--- src/shared/sar_adc_defines.vh ---
`ifndef SAR_ADC_DEFINES_VH
`define SAR_ADC_DEFINES_VH
// Register indices; byte address is four times the index
`define RESULT_IDX 10'h070
`define CTRL_STATUS_IDX 10'h071
`define IRQ_STATUS_IDX 10'h072
`define IRQ_MASK_IDX 10'h073
// Control/status field positions
`define DONE_BIT 7
`define ON_BIT 5
`define CHAN_MSB 3
`define CHAN_LSB 0
// Reset values
`define RESULT_RESET 8'h00
`define CTRL_RESET 8'h00
`define IRQ_MASK_RESET 1'b0
// Timing, in converter clocks (one converter clock is two CPU clocks)
`define SAMPLE_TICKS 4'h4
`define CONV_TICKS 4'hC
`define SAR_FIRST 8'h80
`endif

--- src/sar_adc_sequencer.v ---
// Overview of operation
// RULE_01 - Build an 8-bit unsigned result by successive approximation into read-only result.
// RULE_02 - Input at or above high reference gives all ones, with no overflow flag.
// RULE_03 - Input at or below low reference gives a stored result of zero.
// RULE_04 - Sampling phase, then eight approximation steps with capacitor disconnected.
// RULE_05 - While on, sampling and conversion repeat back to back on selected channel.
// RULE_06 - One conversion lasts twelve converter clocks at half the CPU clock.
// RULE_07 - Four-bit channel field in low bits selects one of sixteen inputs.
// RULE_08 - Setting the on bit powers the converter and starts conversion immediately.
// RULE_09 - Every conversion end sets done flag in bit seven; no interrupt is forced.
// RULE_10 - Result holds its value until the next conversion finishes.
// RULE_11 - Control write with on bit set aborts, clears done, restarts conversion.
// RULE_12 - Done flag clears on result read or control/status write.
// RULE_13 - Clearing the on bit switches the converter off and stops conversions.
// RULE_14 - CPU wait mode leaves the converter running as in run mode.
// RULE_15 - Halt disables the converter; software waits for stabilisation after wakeup.
// RULE_16 - Reset clears control/status and result: off, channel zero.
// RULE_17 - Converter clock is an enable every second CPU clock; four ticks sample.
// RULE_18 - Reserved control/status bits are written zero and read as zero.
`timescale 1ns/10ps
`include "sar_adc_defines.vh"
`default_nettype none

module sar_adc_sequencer (
   input wire ref_clk,
   input wire rst,
   input wire psel,
   input wire penable,
   input wire pwrite,
   input wire [11:0] paddr,
   input wire [31:0] pwdata,
   output wire pready,
   output reg [31:0] prdata,
   output reg pslverr,
   input wire halt_mode,
   input wire comp_in,
   output wire [3:0] channel_select,
   output wire converter_on,
   output wire sample_connect,
   output reg [7:0] dac_code,
   output wire irq
);

   // ==========================================================
   // States and helpers
   localparam [2:0] ST_IDLE = 3'b001;
   localparam [2:0] ST_SAMPLE = 3'b010;
   localparam [2:0] ST_CONVERT = 3'b100;

   // Trial bit for a converter-clock count of 4..11 (bit 7 down to bit 0)
   function [7:0] sar_bit;
      input [3:0] cnt;
      begin
         sar_bit = 8'h01 << (4'hB - cnt);
      end
   endfunction

   function hit;
      input [11:0] addr;
      input [9:0] idx;
      begin
         hit = (addr == {idx, 2'b00});
      end
   endfunction

   reg [2:0] state_reg;
   reg [3:0] count_reg;
   reg div_reg;
   reg [7:0] result_reg;
   reg on_reg;
   reg [3:0] chan_reg;
   reg done_reg;
   reg irq_status_reg;
   reg irq_mask_reg;

   // ==========================================================
   // Bus decode
   wire setup = psel & ~penable;
   wire access = psel & penable;
   wire sel_res = hit(paddr, `RESULT_IDX);
   wire sel_csr = hit(paddr, `CTRL_STATUS_IDX);
   wire sel_ist = hit(paddr, `IRQ_STATUS_IDX);
   wire sel_imk = hit(paddr, `IRQ_MASK_IDX);
   wire mapped = sel_res | sel_csr | sel_ist | sel_imk;
   wire csr_wr = access & pwrite & sel_csr;
   wire res_rd = access & ~pwrite & sel_res;
   wire ist_wr = access & pwrite & sel_ist;
   wire imk_wr = access & pwrite & sel_imk;

   // Zero wait states: every access phase completes at once
   assign pready = 1'b1;

   // Halt overrides the on bit without altering it
   wire active = on_reg & ~halt_mode; // RULE_15 RULE_14
   wire tick = div_reg; // RULE_17
   wire conv_end = active & ~csr_wr & tick & (state_reg == ST_CONVERT) &
                   (count_reg == (`CONV_TICKS - 4'h1));
   wire [7:0] kept = comp_in ? dac_code : (dac_code & ~sar_bit(count_reg));

   // ==========================================================
   // Sequencer
   always @(posedge ref_clk or posedge rst) begin
      if (rst) begin
         state_reg <= ST_IDLE;
         count_reg <= 4'h0;
         div_reg <= 1'b0;
         dac_code <= 8'h00;
         result_reg <= `RESULT_RESET; // RULE_16
      end else if (csr_wr) begin
         // Abort whatever is running; restart only if left on
         state_reg <= (pwdata[`ON_BIT] & ~halt_mode) ? ST_SAMPLE : ST_IDLE; // RULE_11 RULE_08
         count_reg <= 4'h0;
         div_reg <= 1'b0;
         dac_code <= 8'h00;
      end else if (!active) begin
         state_reg <= ST_IDLE; // RULE_13
         count_reg <= 4'h0;
         div_reg <= 1'b0;
         dac_code <= 8'h00;
      end else begin
         div_reg <= ~div_reg; // RULE_17
         case (state_reg)
            ST_IDLE: begin
               state_reg <= ST_SAMPLE; // RULE_08
               div_reg <= 1'b0;
            end
            ST_SAMPLE: begin
               if (tick) begin
                  if (count_reg == (`SAMPLE_TICKS - 4'h1)) begin
                     state_reg <= ST_CONVERT; // RULE_04
                     dac_code <= `SAR_FIRST;
                  end
                  count_reg <= count_reg + 4'h1;
               end
            end
            ST_CONVERT: begin
               if (tick) begin
                  if (conv_end) begin
                     // Comparator stuck high yields FFh, stuck low 00h; no overflow bit exists
                     result_reg <= kept; // RULE_01 RULE_02 RULE_03 RULE_10
                     state_reg <= ST_SAMPLE; // RULE_05 RULE_06
                     count_reg <= 4'h0;
                     dac_code <= 8'h00;
                  end else begin
                     dac_code <= kept | sar_bit(count_reg + 4'h1); // RULE_01
                     count_reg <= count_reg + 4'h1;
                  end
               end
            end
            default: begin
               state_reg <= ST_IDLE;
               count_reg <= 4'h0;
            end
         endcase
      end
   end

   // ==========================================================
   // Registers and flags
   always @(posedge ref_clk or posedge rst) begin
      if (rst) begin
         on_reg <= 1'b0; // RULE_16
         chan_reg <= 4'h0;
         done_reg <= 1'b0;
         irq_status_reg <= 1'b0;
         irq_mask_reg <= `IRQ_MASK_RESET;
      end else begin
         if (csr_wr) begin
            on_reg <= pwdata[`ON_BIT]; // RULE_08 RULE_13
            chan_reg <= pwdata[`CHAN_MSB:`CHAN_LSB]; // RULE_07
         end
         // Set wins over clear; a control write aborts so cannot meet an end
         if (conv_end)
            done_reg <= 1'b1; // RULE_09
         else if (csr_wr | res_rd)
            done_reg <= 1'b0; // RULE_12 RULE_11
         if (conv_end)
            irq_status_reg <= 1'b1;
         else if (ist_wr & pwdata[0])
            irq_status_reg <= 1'b0;
         if (imk_wr)
            irq_mask_reg <= pwdata[0];
      end
   end

   // Read data is captured in the setup cycle, so it reflects that edge
   always @(posedge ref_clk or posedge rst) begin
      if (rst) begin
         prdata <= 32'h00000000;
         pslverr <= 1'b0;
      end else if (setup) begin
         pslverr <= ~mapped;
         if (sel_res)
            prdata <= {24'h000000, result_reg}; // RULE_01
         else if (sel_csr)
            prdata <= {24'h000000, done_reg, 1'b0, on_reg, 1'b0, chan_reg}; // RULE_18
         else if (sel_ist)
            prdata <= {31'h00000000, irq_status_reg};
         else if (sel_imk)
            prdata <= {31'h00000000, irq_mask_reg};
         else
            prdata <= 32'h00000000;
      end
   end

   // ==========================================================
   // Analog side
   assign channel_select = chan_reg; // RULE_07
   assign converter_on = active; // RULE_13 RULE_15
   assign sample_connect = active & (state_reg == ST_SAMPLE); // RULE_04
   // Mask resets to zero, so by default conversions raise nothing
   assign irq = irq_status_reg & irq_mask_reg; // RULE_09

endmodule // sar_adc_sequencer

`default_nettype wire
--- config.mk ---
export PLATFORM = sky130hd
export DESIGN_NAME = sar_adc_sequencer
export DESIGN_NICKNAME = d
export VERILOG_FILES = /design/src/sar_adc_sequencer.v
export VERILOG_INCLUDE_DIRS = /design/src /design/src/shared
export SDC_FILE = /design/constraint.sdc
export NUM_CORES = 1
export LEC_CHECK = 0
export BUFFER_PORTS_ARGS = -buffer_cell sky130_fd_sc_hd__buf_2
export CAP_MARGIN = 20
export CORE_MARGIN = 10
export CORE_UTILIZATION = 35
export DETAILED_ROUTE_END_ITERATION = 10
export GPL_ROUTABILITY_DRIVEN = 0
export GPL_TIMING_DRIVEN = 0
export PLACE_DENSITY = 0.65
export SLEW_MARGIN = 15
export SYNTH_ARGS = -nofsm -noshare
export SYNTH_HDL_FRONTEND = slang
export SYNTH_SLANG_ARGS = --single-unit
--- constraint.sdc ---
create_clock -name ref_clk -period 2.11 [get_ports ref_clk]
set_clock_uncertainty 0.1 [all_clocks]
set_input_delay 0 -clock ref_clk [delete_from_list [all_inputs] [get_ports ref_clk]]
set_output_delay 0 -clock ref_clk [all_outputs]
set_load 0.01 [all_outputs]
==> impl_metrics.csv, run 1 <==
group,metric,value,unit
worst_setup_path,rrSetupSlack,0.06,ns
synth,ys_async_sr_fraction,100,%
clock_tree,tritoncts,"built",
final_layout,final_cell_mix,"48 x buf_2, 38 x dfrtp_1, 26 x nand2_1, 25 x buf_4, 25 x conb_1",
grt,grt_use_total,11.3,%
timing,setup_violations,0,
worst_hold_path,hp-start,"paddr[3]",
floorplan,die_h,105,um
worst_setup_path,slowest_delay,0.45,ns
detailed_routing,drc_errors,0,
worst_setup_path,crit_type,"reg -> reg",
synth,synth-main-ff-cell,"dfrtp_1",
grt,overflow,0,
timing,slew_viol_final,0,
detailed_routing,num_vias,2130,
grt,antenna_found_initial,0,
timing,relSlewSlack,52.7,%
detailed_routing,avgViaCountPerCell,4.75,
floorplan,core,7180,um^2
power_and_ir_drop,power,1.43,mW
power_and_ir_drop,power_leakage,1.61,nW
synth,synth.distinct_cells,49,
final_layout,fin_nets,408,
detailed_routing,drt_first_pass_iters,4,
clock_tree,clkTransAtPathRegs,0.08,ns
clock_tree,cts_buffers,5,
worst_setup_path,critPathMaxFanout,10,
synth,ys_ff_latch,41,
power_and_ir_drop,ir_worst_vdd,194,uV
synth,seq_area_frac_synth,40.2,%
detailed_routing,routedWlPerCell,14.0,um
detailed_routing,routed_wl,6.28,mm
final_layout,n_antenna_cell,0,
worst_setup_path,r2r_start,"count_reg[1]$_DFFE_PP0P_",
synth,postSynthCellCount,262,
timing,rsz0062_at_grt,"true",
timing,fin_crit_sh,96.9,%
worst_setup_path,cpMaxStageDelayCell,"dfrtp_1",
floorplan,rows,31,
worst_hold_path,hold_end,"done_reg$_DFFE_PP0P_",
worst_hold_path,holdPathStages,4,
detailed_routing,first_iter_violations,123,
timing,fin_setup_tns,0,ns
clock_tree,cts_setup_buffers,0,
worst_setup_path,r2r_end,"dac_code[7]$_DFFE_PP0P_",
timing,max_freq,489,MHz
outcome,outcome,"completed",
grt,grt_pass1_vias,2149,
final_layout,final_common_cell,"buf_2",
detailed_routing,antenna_left,0,
floorplan,die_x,105,um
timing,worstMarginPinSlew,0.703,ns
final_layout,nFillCells,717,
clock_tree,clk_latency,0.29,ns
power_and_ir_drop,powerDensity,442,nW/um^2
grt,grt_pass1_wl,10.6,mm
clock_tree,cts.sinks,41,
place,port_buffers,47,
floorplan,ios,100,
worst_setup_path,cp_top_family,"adder cells",
clock_tree,cts_buffer_depth,2,
worst_setup_path,path_cells,"ha_4, ha_2, or3b_2, mux2i_1, o211ai_1, a21oi_1",
clock_tree,htree_levels,2,
worst_setup_path,critPathRequiredTime,2.22,ns
run,drv_cap,0,
worst_setup_path,r2r_cells,6,
final_layout,synthToLayoutAreaGrowth,26.5,%
synth,synth_edf_count,0,
timing,min_period,2.05,ns
synth,syn-cell-area,2550,um^2
synth,syn_avg_cell_area,9.74,um^2
final_layout,drive_above_1_share,30.7,%
floorplan,die-area,11100,um^2
worst_hold_path,min_path_type,"in -> reg",
grt,grt_max_degree,24,
worst_setup_path,crit_path_start_kind,"register",
place,place_hpwl,4.99,mm
floorplan,start_util,35.6,%
clock_tree,cts_root_buf,"clkbuf_8",
worst_setup_path,path_buf_inv,0,
timing,hold_violations,0,
worst_setup_path,crit_arrival,2.16,ns
synth,yosys_warnings,0,
worst_setup_path,cp-end-kind,"register",
==> cells in the mapped netlist, types with 6 or more instances <==
master	number	area, um^2
nand3_1	6	30.0
mux2_4	8	120
nand4_1	6	37.5
nand2_1	26	97.6
a21oi_1	12	60.1
inv_1	11	41.3
ha_1	9	113
o21ai_0	17	85.1
buf_4	25	188
nand4b_1	6	52.6
clkbuf_1	11	41.3
dfrtp_1	40	1000
mux2i_1	7	70.1
==> tightest hold or removal path: stages <==
cell and delay [ns]:
buf_2 0.14, nor2_1 0.06, nand3_1 0.07, a21o_1 0.10
==> report_power, final <==
| group | switching, mW | internal (mW) |
|---|---|---|
| Clock | 0.263 | 0.229 |
| Sequential | 0.00106 | 0.787 |
| Combinational | 0.0725 | 0.0727 |
==> worst max path at each step <==
stage | cells past startpoint | slack (ns) | endpoint | startpoint
5_1_grt | 7 | -0.04 | dac_code[3]$_DFFE_PP0P_ | count_reg[2]$_DFFE_PP0P_
2_1_floorplan | 7 | 0.07 | dac_code[7]$_DFFE_PP0P_ | count_reg[0]$_DFFE_PP0P_
4_1_cts | 6 | 0.03 | dac_code[7]$_DFFE_PP0P_ | count_reg[0]$_DFFE_PP0P_
6_report | 6 | 0.06 | dac_code[7]$_DFFE_PP0P_ | count_reg[1]$_DFFE_PP0P_
3_3_place_gp | 5 | -0.25 | state_reg[1]$_DFFE_PP0P_ | paddr[1]
3_5_place_dp | 7 | -0.24 | dac_code[4]$_DFFE_PP0P_ | count_reg[2]$_DFFE_PP0P_
==> through the flow <==
stage,utilization (%),cell area (um^2),instances,hold WS [ns],worst slack [ns]
CTS,44.8,3210,448,0.0128,0.0281
global placement,41.8,3000,431,0.0868,-0.255
floorplan,-,2640,285,-0.0325,0.0676
finish,45.0,3230,448,0.0223,0.0647
detailed placement,42.2,3030,433,-0.0652,-0.240
global route,45.0,3230,448,0.0435,-0.0404
==> layout make-up <==
| class | instances | area (um^2) | share of cell area, % |
|---|---|---|---|
| inverter | 11 | 41.3 | 1.28 |
| clock buffer | 6 | 72.6 | 2.25 |
| tap | 99 | 124 | 3.84 |
| timing repair buffer | 57 | 348 | 10.8 |
| clock inverter | 2 | 10.0 | 0.310 |
| buffer | 36 | 239 | 7.40 |
| sequential | 41 | 1030 | 31.9 |
| multi-input combinational | 196 | 1360 | 42.2 |
==> metal layers <==
layer / global-route usage [%] / part of all wire (%) / routed length, um
met4: 2.94 / 1.1 / 72
met5: 0 / 0 / 0
met3: 2.98 / 5.6 / 354
met2: 19.8 / 51 / 3180
met1: 13.2 / 43 / 2670
==> cells by family after synthesis <==
kind of cell / count (synthesis) / share of synthesized area (%)
AO/OA/AOI/OAI: 55 / 13.6
XOR/XNOR: 4 / 1.37
adder cells (fa/ha/maj): 9 / 4.41
buffers and inverters: 48 / 11.0
flip-flops: 41 / 40.2
multiplexers: 17 / 8.77
other: 2 / 0.294
AND/OR/NAND/NOR: 86 / 20.2
==> repair_timing <==
action,CTS,global route
hold buffers,8,0
gates resized for setup,7,7
endpoints found under the setup margin,12,13
hold endpoints to repair,49,0
gates cloned,0,0
Note: power is estimated with default switching activity, not from simulation.
==> inputs of run 2 (changes only) <==
--- a/config.mk
+++ b/config.mk
@@ -8,6 +8,7 @@
 export LEC_CHECK = 0
 export BUFFER_PORTS_ARGS = -buffer_cell sky130_fd_sc_hd__buf_2
 export CAP_MARGIN = 20
+export CORE_ASPECT_RATIO = 1.75
 export CORE_MARGIN = 10
 export CORE_UTILIZATION = 35
 export DETAILED_ROUTE_END_ITERATION = 10
==> run 2 against run 1 <==
Against the previous run:
- sequential share of layout area is 0.64 points lower
- highest routed layer unchanged
- worst hold slack worse by 0.012 ns
- wire length is 8.1% higher
- fmax is 0.39% higher
- final area is 2.2% higher
- largest power group is now the clock network
- sequential power hardly changed
- global-route usage is 0.84 points higher
- clock power is 83% higher
- setup slack better by 0.0079 ns
- flip-flop and latch count stayed put
- critical endpoint unchanged
- register-to-register slack hardly changed
- via count is 3.0% higher
==> impl_metrics.csv, run 2 (synthesis results as in run 1) <==
group,metric,value,unit
timing,relSlewSlack,48.1,%
timing,fin_crit_sh,96.6,%
worst_setup_path,slowest_delay,0.46,ns
final_layout,final_common_cell,"buf_2",
floorplan,rows,41,
timing,min_period,2.04,ns
clock_tree,tritoncts,"built",
floorplan,die-area,11200,um^2
power_and_ir_drop,power,1.84,mW
worst_setup_path,critPathMaxFanout,10,
timing,worstMarginPinSlew,0.772,ns
timing,slew_viol_final,0,
clock_tree,cts_setup_buffers,0,
outcome,outcome,"completed",
detailed_routing,antenna_left,0,
floorplan,core,7180,um^2
worst_setup_path,crit_path_start_kind,"register",
clock_tree,cts_buffer_depth,2,
detailed_routing,routed-wl-met3,409,um
power_and_ir_drop,ir_worst_vdd,375,uV
detailed_routing,wl_met2,3.71,mm
detailed_routing,routedWlPerCell,15.7,um
worst_setup_path,critPathRequiredTime,2.22,ns
grt,grt_pass1_vias,2363,
timing,rsz0062_at_grt,"true",
power_and_ir_drop,powerDensity,557,nW/um^2
final_layout,drive_above_1_share,31.4,%
final_layout,nFillCells,703,
detailed_routing,drt_first_pass_iters,6,
power_and_ir_drop,power_leakage,1.64,nW
floorplan,start_util,35.5,%
worst_setup_path,cp-end-kind,"register",
final_layout,fin_nets,406,
detailed_routing,drc_errors,0,
worst_setup_path,path_cells,"ha_4, ha_2, or3b_2, mux2i_1, o211ai_1, a21oi_1",
final_layout,synthToLayoutAreaGrowth,29.2,%
place,place_hpwl,5.42,mm
floorplan,die_x,84.6,um
grt,grt_max_degree,30,
final_layout,finish.utilization,45.9,%
clock_tree,clk_latency,0.29,ns
grt,grt_use_total,12.1,%
timing,max_freq,491,MHz
clock_tree,cts_root_buf,"clkbuf_16",
detailed_routing,routed.top_layer,"met4",
detailed_routing,wl_met1,2.37,mm
detailed_routing,routed_wl,6.79,mm
timing,hold_violations,0,
final_layout,final_cell_mix,"47 x buf_2, 37 x dfrtp_1, 26 x nand2_1, 25 x buf_4, 25 x conb_1",
timing,setup_violations,0,
clock_tree,cts_buffers,5,
timing,fin_hold_ws,0.0106,ns
run,drv_cap,0,
clock_tree,cts.sinks,41,
grt,grt_pass1_wl,11.2,mm
final_layout,n_antenna_cell,0,
worst_setup_path,cpMaxStageDelayCell,"or3b_2",
floorplan,ios,100,
place,port_buffers,47,
worst_hold_path,min_path_type,"in -> reg",
detailed_routing,num_vias,2193,
grt,overflow,0,
grt,antenna_found_initial,0,
floorplan,die_h,133,um
detailed_routing,avgViaCountPerCell,5.06,
clock_tree,htree_levels,2,
clock_tree,clkTransAtPathRegs,0.06,ns
detailed_routing,first_iter_violations,78,
worst_setup_path,crit_arrival,2.15,ns
worst_setup_path,crit_type,"reg -> reg",
run 2: cell types whose count changed in the layout (fill, tap and decap cells not counted), moves of 2 or more:
cell       delta
clkbuf_16     +5
clkbuf_8      -4
clkbuf_1      -2
clkinv_2      -2
run 2: through the flow:
stage               std cells  instance area [um^2]  worst slack, ns  TNS, ns
floorplan                 285                  2640           0.0676        0
detailed placement        419                  3010           -0.291    -2.15
global route              433                  3300          -0.0593   -0.333
global placement          418                  2980           -0.326    -2.42
CTS                       434                  3290           0.0201        0
finish                    433                  3300           0.0727        0
run 2: layer usage:
layer	GRT usage, %	vias up
met5	0	-
met4	9.10	0
met3	3.32	18
met2	22.2	71
met1	10.7	1040
li1	-	1064
run 2: final cells by class:
| type | instances | area (um^2) | area share (%) |
|---|---|---|---|
| multi-input cells | 196 | 1370 | 41.6 |
| flip-flops and latches | 41 | 1030 | 31.3 |
| repair buffers | 56 | 335 | 10.2 |
| plain buffers | 35 | 235 | 7.13 |
| clock buffers | 6 | 139 | 4.21 |
| well taps | 86 | 108 | 3.26 |
| inverters | 11 | 41.3 | 1.25 |
| clock inverters | 2 | 37.5 | 1.14 |
run 2: power breakdown:
| group | switching, mW | internal, mW |
|---|---|---|
| Sequential | 0.00111 | 0.789 |
| Clock | 0.310 | 0.590 |
| Combinational | 0.0752 | 0.0713 |
| Total | 0.386 | 1.45 |
run 2: final timing paths:
path / from / end / slack (ns) / cells after the start
worst max register to register: count_reg[1]$_DFFE_PP0P_ / dac_code[7]$_DFFE_PP0P_ / 0.07 / 6
worst min-delay path: paddr[3] / irq_mask_reg$_DFFE_PP0P_ / 0.01 / 3
worst max-delay path: count_reg[1]$_DFFE_PP0P_ / dac_code[7]$_DFFE_PP0P_ / 0.07 / 6
min in group asynchronous: rst / dac_code[4]$_DFFE_PP0P_ / 0.11 / 3
max in group asynchronous: rst / state_reg[0]$_DFFE_PP1P_ / 1.27 / 4
worst min register to register: prdata[5]$_DFFE_PP0P_ / prdata[5]$_DFFE_PP0P_ / 0.38 / 2
run 2: repair_timing:
item	CTS	global route
hold buffers	8	0
resized for setup	8	7
hold endpoints to repair	49	0
endpoints found under the setup margin	10	12
run 2: worst max-delay path, delay by kind of cell, from the launching register on:
family,cells,cell delay [ns]
fa+ha+maj,2,0.55
mux,1,0.18
compound gates,2,0.23
simple gates,1,0.46
flops,1,0.45
